===== config.mk =====
export PLATFORM = sky130hd
export DESIGN_NAME = baud_rate_generator
export DESIGN_NICKNAME = d
export VERILOG_FILES = /design/src/verilog/baud_prescaler.v /design/src/verilog/baud_rate_generator.v
export VERILOG_INCLUDE_DIRS = /design/src /design/src/verilog
export SDC_FILE = /design/constraint.sdc
export NUM_CORES = 1
export LEC_CHECK = 0
export BUFFER_PORTS_ARGS = -buffer_cell sky130_fd_sc_hd__buf_2
export CAP_MARGIN = 25
export CELL_PAD_IN_SITES_DETAIL_PLACEMENT = 1
export CELL_PAD_IN_SITES_GLOBAL_PLACEMENT = 2
export CORE_ASPECT_RATIO = 0.75
export CORE_MARGIN = 5
export CORE_UTILIZATION = 33
export CTS_CLUSTER_SIZE = 40
export DETAILED_ROUTE_END_ITERATION = 7
export PLACE_DENSITY = 0.8
export SKIP_CTS_REPAIR_TIMING = 1
export SYNTH_ARGS = -nofsm -noshare
export SYNTH_HDL_FRONTEND = slang
export SYNTH_HIERARCHICAL = 1
export SYNTH_SLANG_ARGS = --single-unit

===== constraint.sdc =====
create_clock -name aclk -period 3.88 [get_ports aclk]
set_clock_uncertainty 0.15 [all_clocks]
set_input_delay 0.388 -clock aclk [delete_from_list [all_inputs] [get_ports aclk]]
set_output_delay 0.388 -clock aclk [all_outputs]
set_load 0.02 [all_outputs]

===== src/verilog/baud_defines.vh =====
// Register map, field positions, reset values and prescale counts of the bit-rate generator
`ifndef BAUD_DEFINES_VH
`define BAUD_DEFINES_VH

// Register byte offsets on the AXI4-Lite bus
`define OFS_DIVISOR_LOW      5'h00
`define OFS_DIVISOR_HIGH     5'h04
`define OFS_BAUD_CONTROL     5'h08
`define OFS_TRANSMIT_CONTROL 5'h0c
`define OFS_BAUD_STATUS      5'h10
`define OFS_BAUD_COUNT       5'h14
`define OFS_TICK_COUNT       5'h18
`define ADDR_BITS            5

// Field positions
`define BIT_WIDE_DIVISOR     3
`define BIT_SYNC_MODE        4
`define BIT_HIGH_SPEED       2

// Reset values
`define RST_DIVISOR_LOW      8'h00
`define RST_DIVISOR_HIGH     8'h00
`define RST_BAUD_CONTROL     8'h00
`define RST_TRANSMIT_CONTROL 8'h00

// Prescale factors, in system clock cycles per divisor step
`define PRESCALE_64          7'h40
`define PRESCALE_16          7'h10
`define PRESCALE_4           7'h04

// AXI responses
`define RESP_OKAY            2'b00
`define RESP_SLVERR          2'b10

`endif


===== src/verilog/baud_prescaler.v =====
// Prescale counter: one pulse every prescale_len system clocks
`timescale 1ns/1ps
module baud_prescaler (
  input  wire       aclk,         // System clock
  input  wire       aresetn,      // Synchronous reset, active low
  input  wire       clear,        // Restart the count
  input  wire [6:0] prescale_len, // Cycles per pulse
  output reg        pre_tick      // One-cycle pulse
);

  reg  [6:0] pre_cnt_ff;
  wire [6:0] pre_last;

  assign pre_last = prescale_len - 7'd1;

  always @(posedge aclk)
  begin
    if (!aresetn)
    begin
      pre_cnt_ff <= 7'd0;
      pre_tick   <= 1'b0;
    end
    else if (clear)
    begin
      pre_cnt_ff <= 7'd0;
      pre_tick   <= 1'b0;
    end
    else if (pre_cnt_ff >= pre_last)
    begin
      // Compare with >= so a shorter prescale after a mode change cannot overrun
      pre_cnt_ff <= 7'd0;
      pre_tick   <= 1'b1;
    end
    else
    begin
      pre_cnt_ff <= pre_cnt_ff + 7'd1;
      pre_tick   <= 1'b0;
    end
  end

endmodule // baud_prescaler


===== src/verilog/baud_rate_generator.v =====
// Bit-rate generator of a serial port with AXI4-Lite register access
`timescale 1ns/1ps
`include "baud_defines.vh"
module baud_rate_generator (
  input  wire        aclk,          // System clock, 100 MHz
  input  wire        aresetn,       // Synchronous reset, active low
  input  wire [4:0]  s_axi_awaddr,  // Write address
  input  wire [2:0]  s_axi_awprot,  // Write protection, unused
  input  wire        s_axi_awvalid, // Write address valid
  output reg         s_axi_awready, // Write address ready
  input  wire [31:0] s_axi_wdata,   // Write data
  input  wire [3:0]  s_axi_wstrb,   // Write byte strobes
  input  wire        s_axi_wvalid,  // Write data valid
  output reg         s_axi_wready,  // Write data ready
  output reg  [1:0]  s_axi_bresp,   // Write response
  output reg         s_axi_bvalid,  // Write response valid
  input  wire        s_axi_bready,  // Write response ready
  input  wire [4:0]  s_axi_araddr,  // Read address
  input  wire [2:0]  s_axi_arprot,  // Read protection, unused
  input  wire        s_axi_arvalid, // Read address valid
  output reg         s_axi_arready, // Read address ready
  output reg  [31:0] s_axi_rdata,   // Read data
  output reg  [1:0]  s_axi_rresp,   // Read response
  output reg         s_axi_rvalid,  // Read data valid
  input  wire        s_axi_rready,  // Read data ready
  output reg         baud_tick      // One pulse per bit period
);

  // Software registers
  reg  [7:0]  baud_divisor_low_ff;
  reg  [7:0]  baud_divisor_high_ff;
  reg  [7:0]  baud_control_ff;
  reg  [7:0]  transmit_control_ff;

  // Generator state
  reg  [15:0] brg_cnt_ff;
  reg  [15:0] tick_total_ff;

  // Write channel state
  reg         aw_got_ff;
  reg         w_got_ff;
  reg  [4:0]  aw_addr_ff;
  reg  [31:0] w_data_ff;
  reg  [3:0]  w_strb_ff;

  // Read channel state
  reg  [4:0]  ar_addr_ff;

  // Decoded mode and divisor
  wire        wide_divisor_select;
  wire        high_speed_select;
  wire        sync_mode_select;
  wire [15:0] baud_divisor_value;
  reg  [6:0]  prescale_len;
  wire        pre_tick;

  // Write decode
  wire        wr_fire;
  wire        wr_lane0;
  wire        wr_low;
  wire        wr_high;
  wire        wr_ctrl;
  wire        wr_txctl;
  wire        wr_mapped;
  wire        divisor_wr;

  // Read decode
  reg  [31:0] rd_word;
  reg         rd_mapped;

  assign wide_divisor_select = baud_control_ff[`BIT_WIDE_DIVISOR];
  assign high_speed_select   = transmit_control_ff[`BIT_HIGH_SPEED];
  assign sync_mode_select    = transmit_control_ff[`BIT_SYNC_MODE];

  // High byte joins the divisor only in 16-bit width
  assign baud_divisor_value = wide_divisor_select ?
                              {baud_divisor_high_ff, baud_divisor_low_ff} :
                              {8'h00, baud_divisor_low_ff};

  // Prescale factor per mode
  always @*
  begin
    prescale_len = `PRESCALE_64;
    case ({sync_mode_select, wide_divisor_select, high_speed_select})
      3'b000:  prescale_len = `PRESCALE_64;
      3'b001:  prescale_len = `PRESCALE_16;
      3'b010:  prescale_len = `PRESCALE_16;
      3'b011:  prescale_len = `PRESCALE_4;
      3'b100:  prescale_len = `PRESCALE_4;
      3'b101:  prescale_len = `PRESCALE_4;
      3'b110:  prescale_len = `PRESCALE_4;
      3'b111:  prescale_len = `PRESCALE_4;
      default: prescale_len = `PRESCALE_64;
    endcase
  end

  // Write happens once both address and data are held
  assign wr_fire   = aw_got_ff && w_got_ff && !s_axi_bvalid;
  assign wr_lane0  = w_strb_ff[0];
  assign wr_low    = wr_fire && (aw_addr_ff == `OFS_DIVISOR_LOW);
  assign wr_high   = wr_fire && (aw_addr_ff == `OFS_DIVISOR_HIGH);
  assign wr_ctrl   = wr_fire && (aw_addr_ff == `OFS_BAUD_CONTROL);
  assign wr_txctl  = wr_fire && (aw_addr_ff == `OFS_TRANSMIT_CONTROL);
  assign wr_mapped = wr_low || wr_high || wr_ctrl || wr_txctl ||
                     (aw_addr_ff == `OFS_BAUD_STATUS) ||
                     (aw_addr_ff == `OFS_BAUD_COUNT) ||
                     (aw_addr_ff == `OFS_TICK_COUNT);

  // A divisor write restarts both counter stages
  assign divisor_wr = (wr_low || wr_high) && wr_lane0;

  baud_prescaler u_prescaler (
    .aclk         (aclk),
    .aresetn      (aresetn),
    .clear        (divisor_wr),
    .prescale_len (prescale_len),
    .pre_tick     (pre_tick)
  );

  // Write address and data channels, taken in either order
  always @(posedge aclk)
  begin
    if (!aresetn)
    begin
      s_axi_awready <= 1'b0;
      s_axi_wready  <= 1'b0;
      aw_got_ff     <= 1'b0;
      w_got_ff      <= 1'b0;
      aw_addr_ff    <= 5'd0;
      w_data_ff     <= 32'h0000_0000;
      w_strb_ff     <= 4'h0;
      s_axi_bvalid  <= 1'b0;
      s_axi_bresp   <= `RESP_OKAY;
    end
    else
    begin
      s_axi_awready <= 1'b0;
      s_axi_wready  <= 1'b0;
      if (s_axi_awvalid && !aw_got_ff && !s_axi_awready && !s_axi_bvalid)
      begin
        s_axi_awready <= 1'b1;
      end
      if (s_axi_awvalid && s_axi_awready)
      begin
        aw_got_ff  <= 1'b1;
        aw_addr_ff <= {s_axi_awaddr[4:2], 2'b00};
      end
      if (s_axi_wvalid && !w_got_ff && !s_axi_wready && !s_axi_bvalid)
      begin
        s_axi_wready <= 1'b1;
      end
      if (s_axi_wvalid && s_axi_wready)
      begin
        w_got_ff  <= 1'b1;
        w_data_ff <= s_axi_wdata;
        w_strb_ff <= s_axi_wstrb;
      end
      if (wr_fire)
      begin
        aw_got_ff    <= 1'b0;
        w_got_ff     <= 1'b0;
        s_axi_bvalid <= 1'b1;
        s_axi_bresp  <= wr_mapped ? `RESP_OKAY : `RESP_SLVERR;
      end
      else if (s_axi_bvalid && s_axi_bready)
      begin
        s_axi_bvalid <= 1'b0;
      end
    end
  end

  // Register storage, byte lane 0 only
  always @(posedge aclk)
  begin
    if (!aresetn)
    begin
      baud_divisor_low_ff  <= `RST_DIVISOR_LOW;
      baud_divisor_high_ff <= `RST_DIVISOR_HIGH;
      baud_control_ff      <= `RST_BAUD_CONTROL;
      transmit_control_ff  <= `RST_TRANSMIT_CONTROL;
    end
    else if (wr_lane0)
    begin
      if (wr_low)
      begin
        baud_divisor_low_ff <= w_data_ff[7:0];
      end
      if (wr_high)
      begin
        baud_divisor_high_ff <= w_data_ff[7:0];
      end
      if (wr_ctrl)
      begin
        baud_control_ff <= w_data_ff[7:0] & 8'h08;
      end
      if (wr_txctl)
      begin
        transmit_control_ff <= w_data_ff[7:0] & 8'h14;
      end
    end
  end

  // Divisor stage: counts prescale pulses from 0 to n
  always @(posedge aclk)
  begin
    if (!aresetn)
    begin
      brg_cnt_ff    <= 16'h0000;
      baud_tick     <= 1'b0;
      tick_total_ff <= 16'h0000;
    end
    else if (divisor_wr)
    begin
      brg_cnt_ff <= 16'h0000;
      baud_tick  <= 1'b0;
    end
    else if (pre_tick)
    begin
      // >= keeps the period bounded when n shrinks mid-count
      if (brg_cnt_ff >= baud_divisor_value)
      begin
        brg_cnt_ff    <= 16'h0000;
        baud_tick     <= 1'b1;
        tick_total_ff <= tick_total_ff + 16'h0001;
      end
      else
      begin
        brg_cnt_ff <= brg_cnt_ff + 16'h0001;
        baud_tick  <= 1'b0;
      end
    end
    else
    begin
      baud_tick <= 1'b0;
    end
  end

  // Read decode
  always @*
  begin
    rd_word   = 32'h0000_0000;
    rd_mapped = 1'b1;
    case (ar_addr_ff)
      `OFS_DIVISOR_LOW:      rd_word = {24'h00_0000, baud_divisor_low_ff};
      `OFS_DIVISOR_HIGH:     rd_word = {24'h00_0000, baud_divisor_high_ff};
      `OFS_BAUD_CONTROL:     rd_word = {24'h00_0000, baud_control_ff};
      `OFS_TRANSMIT_CONTROL: rd_word = {24'h00_0000, transmit_control_ff};
      `OFS_BAUD_STATUS:      rd_word = {9'h000, prescale_len, baud_divisor_value};
      `OFS_BAUD_COUNT:       rd_word = {16'h0000, brg_cnt_ff};
      `OFS_TICK_COUNT:       rd_word = {16'h0000, tick_total_ff};
      default:
      begin
        rd_word   = 32'h0000_0000;
        rd_mapped = 1'b0;
      end
    endcase
  end

  // Read channel
  always @(posedge aclk)
  begin
    if (!aresetn)
    begin
      s_axi_arready <= 1'b0;
      ar_addr_ff    <= 5'd0;
      s_axi_rvalid  <= 1'b0;
      s_axi_rdata   <= 32'h0000_0000;
      s_axi_rresp   <= `RESP_OKAY;
    end
    else
    begin
      s_axi_arready <= 1'b0;
      if (s_axi_arvalid && !s_axi_arready && !s_axi_rvalid)
      begin
        s_axi_arready <= 1'b1;
        ar_addr_ff    <= {s_axi_araddr[4:2], 2'b00};
      end
      if (s_axi_arvalid && s_axi_arready)
      begin
        s_axi_rvalid <= 1'b1;
        s_axi_rdata  <= rd_word;
        s_axi_rresp  <= rd_mapped ? `RESP_OKAY : `RESP_SLVERR;
      end
      else if (s_axi_rvalid && s_axi_rready)
      begin
        s_axi_rvalid <= 1'b0;
      end
    end
  end

endmodule // baud_rate_generator


==> flow_summary.html <==
<table>
<tr><th>Metric</th><th>Value</th></tr>
<tr><th colspan="2">Timing</th></tr>
<tr><td>Slew Limit Fails</td><td>0</td></tr>
<tr><td>Final critical-path required period</td><td>around 3300 ps</td></tr>
<tr><td>Min setup slack post-route</td><td>618.8 ps</td></tr>
<tr><td>Worst Max-Slew Pin Slew</td><td>907.3 ps</td></tr>
<tr><td>Count of endpoints failing setup in the final report</td><td>0</td></tr>
<tr><td>Maximum frequency from static timing analysis</td><td>~310 MHz</td></tr>
<tr><td>Total count of hold-check failures in the final report</td><td>0</td></tr>
<tr><td>Tcrit/Tclk final</td><td>between 80% and 90%</td></tr>
<tr><td>Post-Route Hold Slack</td><td>about 130 ps</td></tr>
<tr><td>Final TNS setup</td><td>0 ps</td></tr>
<tr><td>Setup repair after global routing missed its margin</td><td>no</td></tr>
<tr><td>Worst slew margin relative to its limit</td><td>approximately two fifths</td></tr>
<tr><th colspan="2">Final layout</th></tr>
<tr><td>Final design instance area without fill</td><td>6005 µm²</td></tr>
<tr><td>Nets</td><td>about 760</td></tr>
<tr><td>Proportion of layout cells with a drive suffix above 1</td><td>11.90%</td></tr>
<tr><td>Layout overhead on the synthesized area</td><td>12.73%</td></tr>
<tr><td>Count of placed standard cells in the final layout, fillers left out</td><td>882</td></tr>
<tr><td>Most frequent cells in the layout</td><td>sky130_fd_sc_hd__dfxtp_1 (103), sky130_fd_sc_hd__nor2_1 (78), sky130_fd_sc_hd__nand2_1 (66)</td></tr>
<tr><td>Final core utilization</td><td>a little under two fifths</td></tr>
<tr><td>Most common library cell in the layout ignoring fill and taps</td><td>sky130_fd_sc_hd__dfxtp_1</td></tr>
<tr><td>Antenna cell count</td><td>0</td></tr>
<tr><th colspan="2">Place</th></tr>
<tr><td>Number of I/O port buffers</td><td>48</td></tr>
<tr><td>GP Congestion</td><td>0.8508</td></tr>
<tr><td>Cell area reported after detailed placement</td><td>~5700 µm²</td></tr>
<tr><td>Worst setup timing slack at the placement stage</td><td>a little under 500 ps</td></tr>
<tr><td>Half-perimeter wire length after placement</td><td>about 12000 µm</td></tr>
<tr><td>Cells after DPL</td><td>867</td></tr>
<tr><th colspan="2">Route</th></tr>
<tr><td>Post-detailed-route via-to-cell ratio</td><td>between 5 and 6</td></tr>
<tr><td>Final routed wirelength across all metal layers</td><td>about 15000 µm</td></tr>
<tr><td>Number of DRC violations after detailed routing</td><td>0</td></tr>
<tr><td>Wire length per cell</td><td>approximately 17 µm</td></tr>
<tr><td>Total number of vias</td><td>4561</td></tr>
<tr><td>Detailed router's first-iteration violation count</td><td>379</td></tr>
<tr><td>Residual antenna-violating net count after detailed routing</td><td>0</td></tr>
<tr><td>Number of detailed-routing iterations run before antenna repair</td><td>6</td></tr>
<tr><th colspan="2">Critical path</th></tr>
<tr><td>Worst setup path class</td><td>flip-flop to flip-flop</td></tr>
<tr><td>FF-to-FF setup slack</td><td>just over 600 ps</td></tr>
<tr><td>Critical path data arrival time</td><td>roughly 3300 ps</td></tr>
<tr><td>Maximum fanout along the worst path</td><td>33</td></tr>
<tr><td>FF-to-FF Start</td><td>baud_control_ff[3]</td></tr>
<tr><td>Number of cells traversed by the worst register-to-register path</td><td>9</td></tr>
<tr><td>Data required time of the critical path</td><td>~4000 ps</td></tr>
<tr><td>Crit end category</td><td>flip-flop</td></tr>
<tr><td>Category of the worst setup path launch point</td><td>flip-flop</td></tr>
<tr><td>Reg-to-reg critical path endpoint</td><td>brg_cnt_ff[3]</td></tr>
<tr><th colspan="2">Floorplan</th></tr>
<tr><td>Area inside the core boundary</td><td>between 15000 and 20000 µm²</td></tr>
<tr><td>Initial core utilization</td><td>approximately 33%</td></tr>
<tr><td>Die width</td><td>~160 µm</td></tr>
<tr><td>I/O pin total</td><td>just over 100</td></tr>
<tr><td>Die ar.</td><td>roughly 19000 µm²</td></tr>
<tr><td>Height of the chip</td><td>about 120 µm</td></tr>
<tr><td>Number of cell rows</td><td>40</td></tr>
<tr><th colspan="2">Hold path</th></tr>
<tr><td>Hold Crit Endpoint</td><td>w_data_ff[1]</td></tr>
<tr><td>Worst hold path stage count</td><td>3</td></tr>
<tr><td>HP Class</td><td>input port to flip-flop</td></tr>
<tr><td>Startpoint of the most critical hold path</td><td>s_axi_wdata[1]</td></tr>
<tr><th colspan="2">Global routing</th></tr>
<tr><td>Global-route total usage across every layer</td><td>between 15 and 20%</td></tr>
<tr><td>Via count of the first global-routing pass</td><td>approximately 4700</td></tr>
<tr><td>Pin count of the biggest net entering global routing</td><td>between 50 and 60</td></tr>
<tr><td>Global-route wire length before repair</td><td>24850 µm</td></tr>
<tr><td>Total congestion overflow after global routing</td><td>0</td></tr>
<tr><td>Antenna violations before repair</td><td>0</td></tr>
<tr><th colspan="2">Status</th></tr>
<tr><td>Status</td><td>complete, no violations</td></tr>
<tr><th colspan="2">Pwr</th></tr>
<tr><td>Sum of internal, switching and leakage power</td><td>2.208 mW</td></tr>
<tr><td>P per Cell Area</td><td>~370 nW/µm²</td></tr>
<tr><td>Peak ir drop on the vdd network</td><td>0.1688 mV</td></tr>
<tr><td>Leakage power figure</td><td>2.302 nW</td></tr>
<tr><th colspan="2">Clock network</th></tr>
<tr><td>Clock tree from TritonCTS</td><td>built</td></tr>
<tr><td>Clk Tree Root Cell</td><td>sky130_fd_sc_hd__clkbuf_16</td></tr>
<tr><td>Total number of H-tree levels</td><td>3</td></tr>
<tr><td>Clock latency on the worst-skew pair</td><td>~350 ps</td></tr>
<tr><td>Buffers from clock root to sink, at most</td><td>2</td></tr>
<tr><td>TritonCTS sink count</td><td>around 100</td></tr>
<tr><td>Cts bufs inserted</td><td>9</td></tr>
<tr><td>Clock-pin transition on the worst setup and hold timing paths</td><td>70 ps</td></tr>
<tr><th colspan="2">Synth</th></tr>
<tr><td>Post-synth top area cell</td><td>sky130_fd_sc_hd__dfxtp_1</td></tr>
<tr><td>Yosys synthesis warning count</td><td>6</td></tr>
<tr><td>Sequential share of the synthesized area</td><td>about two fifths</td></tr>
<tr><td>Area share of the largest cell type after synthesis</td><td>slightly below 40%</td></tr>
<tr><td>FFs w/ async S/R, synth</td><td>0%</td></tr>
<tr><td>Syn avg cell area</td><td>8.441 µm²</td></tr>
<tr><td>Post-synthesis sequential element count</td><td>between 100 and 150</td></tr>
<tr><td>Post-synthesis instance total</td><td>631</td></tr>
<tr><td>Library cells used by synthesis</td><td>a little under 60</td></tr>
<tr><td>Synth Flop Type</td><td>sky130_fd_sc_hd__dfxtp_1</td></tr>
<tr><td>Count of flip-flops with a built-in enable after synthesis</td><td>0</td></tr>
<tr><td>Cells taking the most area after synthesis</td><td>sky130_fd_sc_hd__dfxtp_1 (39%), sky130_fd_sc_hd__ha_1 (6.8%), sky130_fd_sc_hd__a21oi_1 (6.1%)</td></tr>
<tr><td>Post-synth design cell area</td><td>5326 µm²</td></tr>
<tr><th colspan="2">Run</th></tr>
<tr><td>Max cap viols</td><td>0</td></tr>
</table>
report_power, final:
part           leakage [nW]  internal (mW)  switching (mW)
clock network         0.155          0.581           0.406
registers             0.832           1.07          0.0248
logic                  1.31         0.0414          0.0834
routing by layer:
layer | GRT usage (%) | routed length (µm) | vias to the layer above
met5 | 0 | 0 | -
met4 | 4.661 | 211 | 0
met3 | 4.506 | 810 | 17
met2 | 23.37 | 6116 | 99
met1 | 24.57 | 7907 | 2193
li1 | - | - | 2252
state kept, by name (all words and copies together), names as in the netlist, 2 cells and up:
| signal | cells |
|---|---|
| u_prescaler/pre_cnt_ff | 7 |
| baud_divisor_low_ff | 8 |
| brg_cnt_ff | 16 |
| s_axi_rdata | 19 |
| tick_total_ff | 16 |
| baud_divisor_high_ff | 8 |
| w_data_ff | 8 |
| ar_addr_ff | 3 |
| transmit_control_ff | 2 |
| aw_addr_ff | 3 |
synth_stat cells, types with 2 or more instances:
cell / n
sky130_fd_sc_hd__ha_1: 29
sky130_fd_sc_hd__clkbuf_1: 26
sky130_fd_sc_hd__o22ai_1: 3
sky130_fd_sc_hd__o21ai_0: 10
sky130_fd_sc_hd__nand3_1: 23
sky130_fd_sc_hd__o31ai_1: 12
sky130_fd_sc_hd__mux2_2: 2
sky130_fd_sc_hd__a21o_1: 2
sky130_fd_sc_hd__xor2_1: 17
sky130_fd_sc_hd__nor2_1: 78
sky130_fd_sc_hd__nor2b_1: 7
sky130_fd_sc_hd__dfxtp_1: 103
sky130_fd_sc_hd__buf_4: 16
sky130_fd_sc_hd__buf_2: 2
sky130_fd_sc_hd__inv_1: 20
sky130_fd_sc_hd__nand3b_1: 5
sky130_fd_sc_hd__o21a_1: 4
sky130_fd_sc_hd__nand4_1: 7
sky130_fd_sc_hd__a222oi_1: 10
sky130_fd_sc_hd__nand2b_1: 11
sky130_fd_sc_hd__mux2i_1: 20
sky130_fd_sc_hd__and2_1: 8
sky130_fd_sc_hd__xnor2_1: 8
sky130_fd_sc_hd__or4_1: 12
sky130_fd_sc_hd__nor3_1: 14
sky130_fd_sc_hd__buf_1: 2
sky130_fd_sc_hd__and3_1: 9
sky130_fd_sc_hd__a22o_1: 4
sky130_fd_sc_hd__nor4b_1: 2
sky130_fd_sc_hd__and4_1: 3
sky130_fd_sc_hd__a2111oi_4: 2
sky130_fd_sc_hd__a21oi_1: 65
sky130_fd_sc_hd__nor3b_1: 4
sky130_fd_sc_hd__nand2_1: 66
worst max-delay path by stage:
stage	end	cells after the start	start	slack (ps)
6_report	brg_cnt_ff[3]	9	baud_control_ff[3]	620
5_1_grt	brg_cnt_ff[3]	9	baud_control_ff[3]	380
4_1_cts	brg_cnt_ff[6]	9	baud_control_ff[3]	500
3_5_place_dp	brg_cnt_ff[3]	9	baud_control_ff[3]	480
3_3_place_gp	brg_cnt_ff[12]	9	baud_control_ff[3]	700
2_1_floorplan	tick_total_ff[2]	10	baud_control_ff[3]	1090
layout make-up:
| class | instances | area, µm² |
|---|---|---|
| clock buffers | 10 | 239.0 |
| clock inverters | 5 | 81.33 |
| fillers | 1920 | 9911 |
| inverters | 21 | 78.83 |
| multi-input cells | 483 | 3025 |
| flip-flops and latches | 103 | 2062 |
| well taps | 210 | 262.8 |
| repair buffers | 50 | 255.2 |
kinds of logic after synthesis:
family | share of synthesized area [%]
xor gates and xnor gates | 4.111
AOI/OAI and AO/OA | 16.19
other | 0.07040
DFF | 38.71
muxes | 4.181
and+or+nand+nor | 23.82
buffers and inverters | 6.108
adders and majority gates | 6.812
critical path, cell delays in order (launching register included):
cell and delay, ps:
sky130_fd_sc_hd__dfxtp_1 670, sky130_fd_sc_hd__nand2_1 120, sky130_fd_sc_hd__ha_1 340, sky130_fd_sc_hd__and4_4 260, sky130_fd_sc_hd__nand4_4 120, sky130_fd_sc_hd__a2111oi_4 430
sky130_fd_sc_hd__a2111oi_4 80, sky130_fd_sc_hd__buf_4 250, sky130_fd_sc_hd__o21bai_2 570, sky130_fd_sc_hd__nor2_1 120
No activity file was read; power rests on OpenSTA's default activity.
